$ cat config.mk
export PLATFORM = sky130hd
export DESIGN_NAME = rxqw_top
export DESIGN_NICKNAME = d
export VERILOG_FILES = /design/src/hw/rxqw_pkg.sv /design/src/hw/rxqw_flow.sv /design/src/hw/rxqw_top.sv
export VERILOG_INCLUDE_DIRS = /design/src /design/src/hw
export SDC_FILE = /design/constraint.sdc
export NUM_CORES = 1
export LEC_CHECK = 0
export ABC_CLOCK_PERIOD_IN_PS = 2400
export BUFFER_PORTS_ARGS = -buffer_cell sky130_fd_sc_hd__buf_4
export CELL_PAD_IN_SITES_DETAIL_PLACEMENT = 0
export CELL_PAD_IN_SITES_GLOBAL_PLACEMENT = 2
export CORE_ASPECT_RATIO = 0.7
export CORE_MARGIN = 2
export CORE_UTILIZATION = 33
export CTS_CLUSTER_SIZE = 10
export DETAILED_ROUTE_END_ITERATION = 10
export PLACE_DENSITY = 0.91
export SYNTH_ARGS = -nofsm -noshare
export SYNTH_HDL_FRONTEND = slang
export SYNTH_HIERARCHICAL = 1
export SYNTH_SLANG_ARGS = --single-unit
$ cat constraint.sdc
create_clock -name core_clk -period 2.4 [get_ports core_clk]
set_input_delay 0.36 -clock core_clk [delete_from_list [all_inputs] [get_ports core_clk]]
set_output_delay 0.36 -clock core_clk [all_outputs]
set_load 0.05 [all_outputs]
$ cat src/hw/rxqw_cfg.svh
// Offsets, field positions, reset values and constants for the receive-queue water marks
`ifndef RXQW_CFG_SVH
`define RXQW_CFG_SVH
`define RXQW_ADDR_W          11
`define RXQW_OFF_LOW         11'h1B0
`define RXQW_OFF_HIGH        11'h1B2
`define RXQW_OFF_OVERRUN     11'h1B4
`define RXQW_OFF_TALLY       11'h1B8
`define RXQW_MARK_W          12
`define RXQW_MARK_MSB        11
`define RXQW_RSV_MSB         15
`define RXQW_RSV_LSB         12
`define RXQW_LOW_RST         12'h600
`define RXQW_HIGH_RST        12'h400
`define RXQW_OVERRUN_RST     12'h040
`define RXQW_TALLY_MSB       15
`define RXQW_TALLY_LSB       8
`define RXQW_TALLY_W         8
`define RXQW_TALLY_RST       8'h00
`define RXQW_TALLY_LOW_RST   8'h00
`define RXQW_ISR_RX_BIT      13
`define RXQW_SPACE_W         12
`endif

$ cat src/hw/rxqw_pkg.sv
// Types shared by the receive-queue water mark block
package rxqw_pkg;
  typedef enum logic [1:0] {
    RXQW_FLOW_IDLE    = 2'b00,
    RXQW_FLOW_PAUSE   = 2'b01,
    RXQW_FLOW_OVERRUN = 2'b10
  } rxqw_flow_t;
endpackage

$ cat src/hw/rxqw_flow.sv
// Flow-control state machine comparing free receive-queue space with the water marks
`timescale 1ns/1ps
`include "rxqw_cfg.svh"
module rxqw_flow (
  // Clock and reset
  input  wire logic                      core_clk,
  input  wire logic                      rst_b,
  // Thresholds and free space in double words
  input  wire logic [`RXQW_MARK_W-1:0]   low_mark,
  input  wire logic [`RXQW_MARK_W-1:0]   high_mark,
  input  wire logic [`RXQW_MARK_W-1:0]   overrun_mark,
  input  wire logic [`RXQW_SPACE_W-1:0]  free_space,
  // Flow-control results
  output logic                           pause_q,
  output logic                           overrun_q
);
  rxqw_pkg::rxqw_flow_t state_q;
  rxqw_pkg::rxqw_flow_t state_d;

  // Hysteresis: pause at high mark, release only at or above the low mark
  always_comb begin
    state_d = state_q;
    case (state_q)
      rxqw_pkg::RXQW_FLOW_IDLE: begin
        if (free_space <= overrun_mark) begin
          state_d = rxqw_pkg::RXQW_FLOW_OVERRUN;
        end else if (free_space <= high_mark) begin
          state_d = rxqw_pkg::RXQW_FLOW_PAUSE;
        end
      end
      rxqw_pkg::RXQW_FLOW_PAUSE: begin
        if (free_space <= overrun_mark) begin
          state_d = rxqw_pkg::RXQW_FLOW_OVERRUN;
        end else if (free_space >= low_mark) begin
          state_d = rxqw_pkg::RXQW_FLOW_IDLE;
        end
      end
      rxqw_pkg::RXQW_FLOW_OVERRUN: begin
        if (free_space >= low_mark) begin
          state_d = rxqw_pkg::RXQW_FLOW_IDLE;
        end else if (free_space > overrun_mark) begin
          state_d = rxqw_pkg::RXQW_FLOW_PAUSE;
        end
      end
      default: state_d = rxqw_pkg::RXQW_FLOW_IDLE;
    endcase
  end

  // State register
  always_ff @(posedge core_clk) begin
    if (!rst_b) begin
      state_q <= rxqw_pkg::RXQW_FLOW_IDLE;
    end else begin
      state_q <= state_d;
    end
  end

  // Registered outputs follow the next state
  always_ff @(posedge core_clk) begin
    if (!rst_b) begin
      pause_q   <= 1'b0;
      overrun_q <= 1'b0;
    end else begin
      pause_q   <= (state_d != rxqw_pkg::RXQW_FLOW_IDLE);
      overrun_q <= (state_d == rxqw_pkg::RXQW_FLOW_OVERRUN);
    end
  end

  AST_OVERRUN_IMPLIES_PAUSE: assert property (
    @(posedge core_clk) disable iff (!rst_b) overrun_q |-> pause_q)
    else $error("overrun asserted without pause");
  AST_PAUSE_AT_HIGH: assert property (
    @(posedge core_clk) disable iff (!rst_b)
    (free_space <= high_mark) |=> pause_q)
    else $error("pause missing at high mark");
  AST_RELEASE_AT_LOW: assert property (
    @(posedge core_clk) disable iff (!rst_b)
    (free_space >= low_mark && free_space > high_mark) |=> !pause_q)
    else $error("pause held above low mark");
endmodule // rxqw_flow

$ cat src/hw/rxqw_top.sv
// Receive-queue water mark registers, frame tally and flow-control signalling
//
// Function
// - High water mark, 12 bits RW in double words, resets to 0x400.
// - Overrun water mark, 12 bits RW in double words, resets to 0x040.
// - Frame tally in bits 15:8, refreshed on write-one to interrupt bit 13.
// - Water marks govern flow control of the receive queue only.
// - Low water mark, 12 bits RW in double words, resets to 0x600.
`timescale 1ns/1ps
`include "rxqw_cfg.svh"
module rxqw_top (
  // Clock and reset
  input  wire logic                      core_clk,
  input  wire logic                      rst_b,
  // Host register port, 16-bit word access
  input  wire logic [`RXQW_ADDR_W-1:0]   reg_addr,
  input  wire logic                      reg_wr,
  input  wire logic                      reg_rd,
  input  wire logic [15:0]               reg_wdata,
  output logic [15:0]                    reg_rdata_q,
  // Interrupt status acknowledge from the host write to the status register
  input  wire logic                      isr_wr,
  input  wire logic [15:0]               isr_wdata,
  // Receive queue state from the queue manager
  input  wire logic [`RXQW_TALLY_W-1:0]  rxq_frames,
  input  wire logic [`RXQW_SPACE_W-1:0]  rxq_free_space,
  // Flow control toward the MAC
  output logic                           flow_pause_q,
  output logic                           flow_overrun_q
);
  logic [`RXQW_MARK_W-1:0]  low_mark_q;
  logic [`RXQW_MARK_W-1:0]  high_mark_q;
  logic [`RXQW_MARK_W-1:0]  overrun_mark_q;
  logic [3:0]               low_rsv_q;
  logic [3:0]               high_rsv_q;
  logic [3:0]               overrun_rsv_q;
  logic [`RXQW_TALLY_W-1:0] tally_q;
  logic [7:0]               tally_low_q;
  logic                     ack_rx;
  logic                     pause_w;
  logic                     overrun_w;

  // Acknowledge of the receive interrupt snapshots the queue count
  assign ack_rx = isr_wr && isr_wdata[`RXQW_ISR_RX_BIT];

  // Water mark registers; reserved upper nibble kept as written
  always_ff @(posedge core_clk) begin
    if (!rst_b) begin
      low_mark_q     <= `RXQW_LOW_RST;
      high_mark_q    <= `RXQW_HIGH_RST;
      overrun_mark_q <= `RXQW_OVERRUN_RST;
      low_rsv_q      <= 4'h0;
      high_rsv_q     <= 4'h0;
      overrun_rsv_q  <= 4'h0;
    end else if (reg_wr) begin
      case (reg_addr)
        `RXQW_OFF_LOW: begin
          low_mark_q <= reg_wdata[`RXQW_MARK_MSB:0];
          low_rsv_q  <= reg_wdata[`RXQW_RSV_MSB:`RXQW_RSV_LSB];
        end
        `RXQW_OFF_HIGH: begin
          high_mark_q <= reg_wdata[`RXQW_MARK_MSB:0];
          high_rsv_q  <= reg_wdata[`RXQW_RSV_MSB:`RXQW_RSV_LSB];
        end
        `RXQW_OFF_OVERRUN: begin
          overrun_mark_q <= reg_wdata[`RXQW_MARK_MSB:0];
          overrun_rsv_q  <= reg_wdata[`RXQW_RSV_MSB:`RXQW_RSV_LSB];
        end
        default: begin
        end
      endcase
    end
  end

  // Tally holds between acknowledges so the host sees a stable count
  always_ff @(posedge core_clk) begin
    if (!rst_b) begin
      tally_q <= `RXQW_TALLY_RST;
    end else if (ack_rx) begin
      tally_q <= rxq_frames;
    end
  end

  // Low byte of the tally register is reserved but writable
  always_ff @(posedge core_clk) begin
    if (!rst_b) begin
      tally_low_q <= `RXQW_TALLY_LOW_RST;
    end else if (reg_wr && reg_addr == `RXQW_OFF_TALLY) begin
      tally_low_q <= reg_wdata[7:0];
    end
  end

  // Read data registered; unmapped offsets read zero
  always_ff @(posedge core_clk) begin
    if (!rst_b) begin
      reg_rdata_q <= 16'h0000;
    end else if (reg_rd) begin
      case (reg_addr)
        `RXQW_OFF_LOW:     reg_rdata_q <= {low_rsv_q, low_mark_q};
        `RXQW_OFF_HIGH:    reg_rdata_q <= {high_rsv_q, high_mark_q};
        `RXQW_OFF_OVERRUN: reg_rdata_q <= {overrun_rsv_q, overrun_mark_q};
        `RXQW_OFF_TALLY:   reg_rdata_q <= {tally_q, tally_low_q};
        default:           reg_rdata_q <= 16'h0000;
      endcase
    end
  end

  // Threshold comparison and hysteresis for the receive queue
  rxqw_flow u_flow (
    .core_clk     (core_clk),
    .rst_b        (rst_b),
    .low_mark     (low_mark_q),
    .high_mark    (high_mark_q),
    .overrun_mark (overrun_mark_q),
    .free_space   (rxq_free_space),
    .pause_q      (pause_w),
    .overrun_q    (overrun_w)
  );

  // Retimed so top outputs come straight from flops; costs one cycle
  always_ff @(posedge core_clk) begin
    if (!rst_b) begin
      flow_pause_q   <= 1'b0;
      flow_overrun_q <= 1'b0;
    end else begin
      flow_pause_q   <= pause_w;
      flow_overrun_q <= overrun_w;
    end
  end

  // Host read ordering is the host's duty; no stalling is done here

  AST_HIGH_RESET: assert property (
    @(posedge core_clk) !rst_b |=> high_mark_q == 12'h400)
    else $error("high mark reset value wrong");
  AST_OVERRUN_RESET: assert property (
    @(posedge core_clk) !rst_b |=> overrun_mark_q == 12'h040)
    else $error("overrun mark reset value wrong");
  AST_LOW_RESET: assert property (
    @(posedge core_clk) !rst_b |=> low_mark_q == 12'h600)
    else $error("low mark reset value wrong");
  AST_HIGH_WRITE_READ: assert property (
    @(posedge core_clk) disable iff (!rst_b)
    (reg_wr && reg_addr == `RXQW_OFF_HIGH) ##1 (reg_rd && !reg_wr && reg_addr == `RXQW_OFF_HIGH)
    |=> reg_rdata_q == $past(reg_wdata, 2))
    else $error("high mark readback mismatch");
  AST_OVERRUN_WRITE: assert property (
    @(posedge core_clk) disable iff (!rst_b)
    (reg_wr && reg_addr == `RXQW_OFF_OVERRUN) |=> overrun_mark_q == $past(reg_wdata[11:0]))
    else $error("overrun mark not written");
  AST_TALLY_SNAPSHOT: assert property (
    @(posedge core_clk) disable iff (!rst_b)
    ack_rx |=> tally_q == $past(rxq_frames))
    else $error("tally not refreshed on acknowledge");
  AST_TALLY_HOLD: assert property (
    @(posedge core_clk) disable iff (!rst_b)
    !ack_rx |=> $stable(tally_q))
    else $error("tally changed without acknowledge");
  AST_UNMAPPED_ZERO: assert property (
    @(posedge core_clk) disable iff (!rst_b)
    (reg_rd && reg_addr == 11'h1B6) |=> reg_rdata_q == 16'h0000)
    else $error("reserved offset read nonzero");
  AST_FLOW_RETIME: assert property (
    @(posedge core_clk) disable iff (!rst_b)
    pause_w |=> flow_pause_q)
    else $error("pause not forwarded");

  // Mark storage: a write lands whole, nothing else moves a mark
  AST_HIGH_WRITE: assert property (
    @(posedge core_clk) disable iff (!rst_b)
    (reg_wr && reg_addr == `RXQW_OFF_HIGH) |=> high_mark_q == $past(reg_wdata[11:0]))
    else $error("high mark not written");
  AST_LOW_WRITE: assert property (
    @(posedge core_clk) disable iff (!rst_b)
    (reg_wr && reg_addr == `RXQW_OFF_LOW) |=> low_mark_q == $past(reg_wdata[11:0]))
    else $error("low mark not written");
  AST_HIGH_HOLD: assert property (
    @(posedge core_clk) disable iff (!rst_b)
    !(reg_wr && reg_addr == `RXQW_OFF_HIGH) |=> $stable(high_mark_q))
    else $error("high mark moved without a write");
  AST_OVERRUN_HOLD: assert property (
    @(posedge core_clk) disable iff (!rst_b)
    !(reg_wr && reg_addr == `RXQW_OFF_OVERRUN) |=> $stable(overrun_mark_q))
    else $error("overrun mark moved without a write");
  AST_LOW_HOLD: assert property (
    @(posedge core_clk) disable iff (!rst_b)
    !(reg_wr && reg_addr == `RXQW_OFF_LOW) |=> $stable(low_mark_q))
    else $error("low mark moved without a write");

  // Readback shows the value held before the read edge
  AST_OVERRUN_READ: assert property (
    @(posedge core_clk) disable iff (!rst_b)
    (reg_rd && reg_addr == `RXQW_OFF_OVERRUN) |=> reg_rdata_q[11:0] == $past(overrun_mark_q))
    else $error("overrun mark readback wrong");
  AST_LOW_READ: assert property (
    @(posedge core_clk) disable iff (!rst_b)
    (reg_rd && reg_addr == `RXQW_OFF_LOW) |=> reg_rdata_q[11:0] == $past(low_mark_q))
    else $error("low mark readback wrong");
  AST_TALLY_READ: assert property (
    @(posedge core_clk) disable iff (!rst_b)
    (reg_rd && reg_addr == `RXQW_OFF_TALLY) |=> reg_rdata_q[15:8] == $past(tally_q))
    else $error("tally readback wrong");
  AST_TALLY_LOW_WRITE: assert property (
    @(posedge core_clk) disable iff (!rst_b)
    (reg_wr && reg_addr == `RXQW_OFF_TALLY) |=> tally_low_q == $past(reg_wdata[7:0]))
    else $error("tally low byte not written");
  AST_RDATA_HOLD: assert property (
    @(posedge core_clk) disable iff (!rst_b)
    !reg_rd |=> $stable(reg_rdata_q))
    else $error("read data changed without a read");

  // Reset values and retiming of the flow-control outputs
  AST_TALLY_RESET: assert property (
    @(posedge core_clk)
    !rst_b |=> tally_q == `RXQW_TALLY_RST)
    else $error("tally reset value wrong");
  AST_OUT_RESET: assert property (
    @(posedge core_clk)
    !rst_b |=> !flow_pause_q && !flow_overrun_q && reg_rdata_q == 16'h0000)
    else $error("outputs not cleared by reset");
  AST_OVERRUN_RETIME: assert property (
    @(posedge core_clk) disable iff (!rst_b)
    overrun_w |=> flow_overrun_q)
    else $error("overrun not forwarded");
  AST_PAUSE_DROP: assert property (
    @(posedge core_clk) disable iff (!rst_b)
    !pause_w |=> !flow_pause_q)
    else $error("pause held after release");
endmodule // rxqw_top

==> reports/qor.yml <==
synth:
  yosysWarnings: 6
  synth-edff-count: 0
  post_synth_and_or_nand_nor_area_fraction: 0.180
  synth.net_count: 621
  synth_adder_area_share: 0.105
  ys_types: 44
  synth_top_family_by_area: "compound AO/OA/AOI/OAI gates"
  synth_cells: 517
  synth_compound_area_frac: 0.208
  synth-xor-area-share: 0
  yosys_register_bits: 86
  avgSynthCellArea_um2: 8.51
  syn_area_um2: 4400
  yosysSeqAreaShare: 0.391
  synthMuxAreaShare: 0.0432
  synth-async-reset-ratio: 0
  synthFlopType: "dfxtp_1"
route:
  ant_nets: 0
  wl_per_cell_um: 16.6
  viasPerCell: 5.28
  drt_iter0_drc: 267
  route.vias.total: 3924
  wirelength_mm: 12.4
  drc: 0
  drtPass1Iterations: 5
power:
  cellLeakagePower_nw: 2.07
  ir_drop_mv: 0.400
  power.density_nw_per_um2: 587
timing:
  slew-limit-headroom: 0.725
  setup_violations: 0
  fin_tns_setup_ps: 0
  fin_hold_ws_ps: 271
  tightest_slew_ps: 408
  fin_crit_sh: 0.895
  period_minus_slack_ps: 2150
  finalWorstSetupSlack_ps: 251
  rsz0062_at_grt: "no"
  hold_viol: 0
  clock.fmax_mhz: 465
  skew_ps: 4.94
  timing.final.max_slew_violations: 0
grt:
  grt_use_met2: 0.274
  grt_use_met1: 0.249
  busiest_layer: "met2"
  antenna_found_initial: 0
  grt_usage: 0.177
  grt_max_degree: 86
  grt_pass1_vias: 3724
  grt_use_met3: 0.0380
  grt-ovfl-total: 0
  grt_pass1_wl_mm: 19.5
setup_path:
  start_kind: "flip-flop"
  timing.critical_path.buf_inv: 1
  cp.required_ps: 2630
  critical-path-top-delay-family: "compound AO/OA/AOI/OAI gates"
  cpPeakStageDelay_ps: 430
  crit_path_end_kind: "flip-flop"
  path_cells: "inv_1, ha_1, nand2_1, o21ai_0, a41oi_1, o31ai_1, o21ai_0, and3_1"
  path_max_fanout: 3
  cp_data_arrival_time_ps: 2380
  critPathKind: "flip-flop to flip-flop"
  crit_slowest_cell: "o31ai_1"
  path_common_cell: "o21ai_0"
floorplanning:
  die_w_um: 142
  die_h_um: 101
  num_rows: 35
  pin_count: 86
  start_util: 0.336
  die_area_um2: 14300
  core_area_um2: 13100
final_layout:
  area_growth_pct: 21.4
  final_cell_mix: "dfxtp_1 (86), buf_4 (79), nand2_1 (65), nand3_1 (65), o21ai_1 (37)"
  layoutNonFillerInstCount: 743
  final_nets: 676
  layout_commonest_cell: "dfxtp_1"
  diodes: 0
  fillCellCount: 1310
  drive_gt1_frac: 0.173
job:
  cap_violations: 0
clocking:
  path_clk_slew_ps: 60
  hold_buffers: 0
  numCtsBuffers: 9
  cts_setup_buffers: 0
  h-tree-depth: 3
  clk_latency_ps: 330
  cts.path.max_buffers: 2
  cts.sinks: 86
  clk_root_buffer_cell: "clkbuf_16"
  cts_resized: 0
  cts_tree: "yes"
place:
  pre_cts_slack_ps: 159
  dp.cells: 727
  gp_congestion: 0.824
  place.port_buffers: 70
  place_hpwl_mm: 8.74
hold_path:
  hp-class: "input port to flip-flop"
run_status:
  outcome: "finished clean"
[kinds of logic after synthesis]
family,after synthesis
multiplexers,19
AND/OR/NAND/NOR,162
buffers and inverters,73
flip-flops,86
AO/OA/AOI/OAI,140
adder cells (fa/ha/maj),37
[cell type report]
class | count | area, µm² | share of cell area
clock inverter | 6 | 71.3 | 0.0134
tap | 166 | 208 | 0.0389
multi-input combinational | 358 | 2360 | 0.442
inverter | 37 | 139 | 0.0260
clock buffer | 10 | 229 | 0.0429
timing repair buffer | 80 | 613 | 0.115
sequential | 86 | 1720 | 0.322
[cells in the mapped netlist (3+ instances only)]
cell type  instances  area share
nand3_1           65       0.074
a21boi_0           8       0.014
a21oi_1           13       0.015
clkbuf_1          18       0.015
o21ai_1           37       0.042
buf_1              4      0.0034
nand2_1           65       0.055
nand4_1           10       0.014
buf_2              6      0.0068
ha_1              36        0.10
buf_6              3      0.0077
o2bb2ai_1         16       0.032
a21boi_1          15       0.026
o21ai_0           20       0.023
and2_1             3      0.0043
mux2i_1           19       0.043
and4_1             3      0.0060
inv_1             36       0.031
buf_4              4      0.0068
nor2b_1            7       0.010
a22oi_1           16       0.027
dfxtp_1           86        0.39
[through the flow]
stage          instance area, µm²  utilization  total power [mW]
4_1_cts                      5340        0.408              3.17
6_report                     5340        0.408              3.13
3_3_place_gp                 5040        0.385              1.76
3_5_place_dp                 5040        0.385              1.77
2_1_floorplan                4400            -              1.64
5_1_grt                      5340        0.408              3.27
[report_power, final]
part           total, mW  internal [mW]  switching [mW]
clock network       1.39          0.814           0.580
logic              0.288          0.130           0.158
registers           1.45           1.44         0.00919
[layer usage]
metal / wire (µm) / share of wire
met5: 0 / 0
met4: 148 / 0.012
met3: 697 / 0.056
met2: 5440 / 0.44
met1: 6080 / 0.49
[final timing paths]
path / startpoint / to / slack, ps / depth (start not counted)
worst min-delay path: reg_wdata[10] / low_mark_q[10] / 270 / 3
worst max-delay path: low_mark_q[2] / u_flow/overrun_q / 250 / 8
worst min register to register: u_flow/overrun_q / flow_overrun_q / 450 / 1
worst max register to register: low_mark_q[2] / u_flow/overrun_q / 250 / 8
[worst register-to-register path, stage by stage (launching register included)]
cell,delay [ps]
dfxtp_1,350
inv_1,50
ha_1,290
nand2_1,50
o21ai_0,290
a41oi_1,200
o31ai_1,430
o21ai_0,200
and3_1,200
[state kept, by name, indices dropped and copies added (netlist names)]
register / flops
reg_rdata_q: 16
u_flow/overrun_q: 1
low_mark_q: 12
high_rsv_q: 4
overrun_mark_q: 12
u_flow/pause_q: 1
flow_pause_q: 1
u_flow/state_q: 2
overrun_rsv_q: 4
tally_low_q: 8
low_rsv_q: 4
flow_overrun_q: 1
tally_q: 8
high_mark_q: 12
Note: power is estimated with default switching activity, not from simulation.
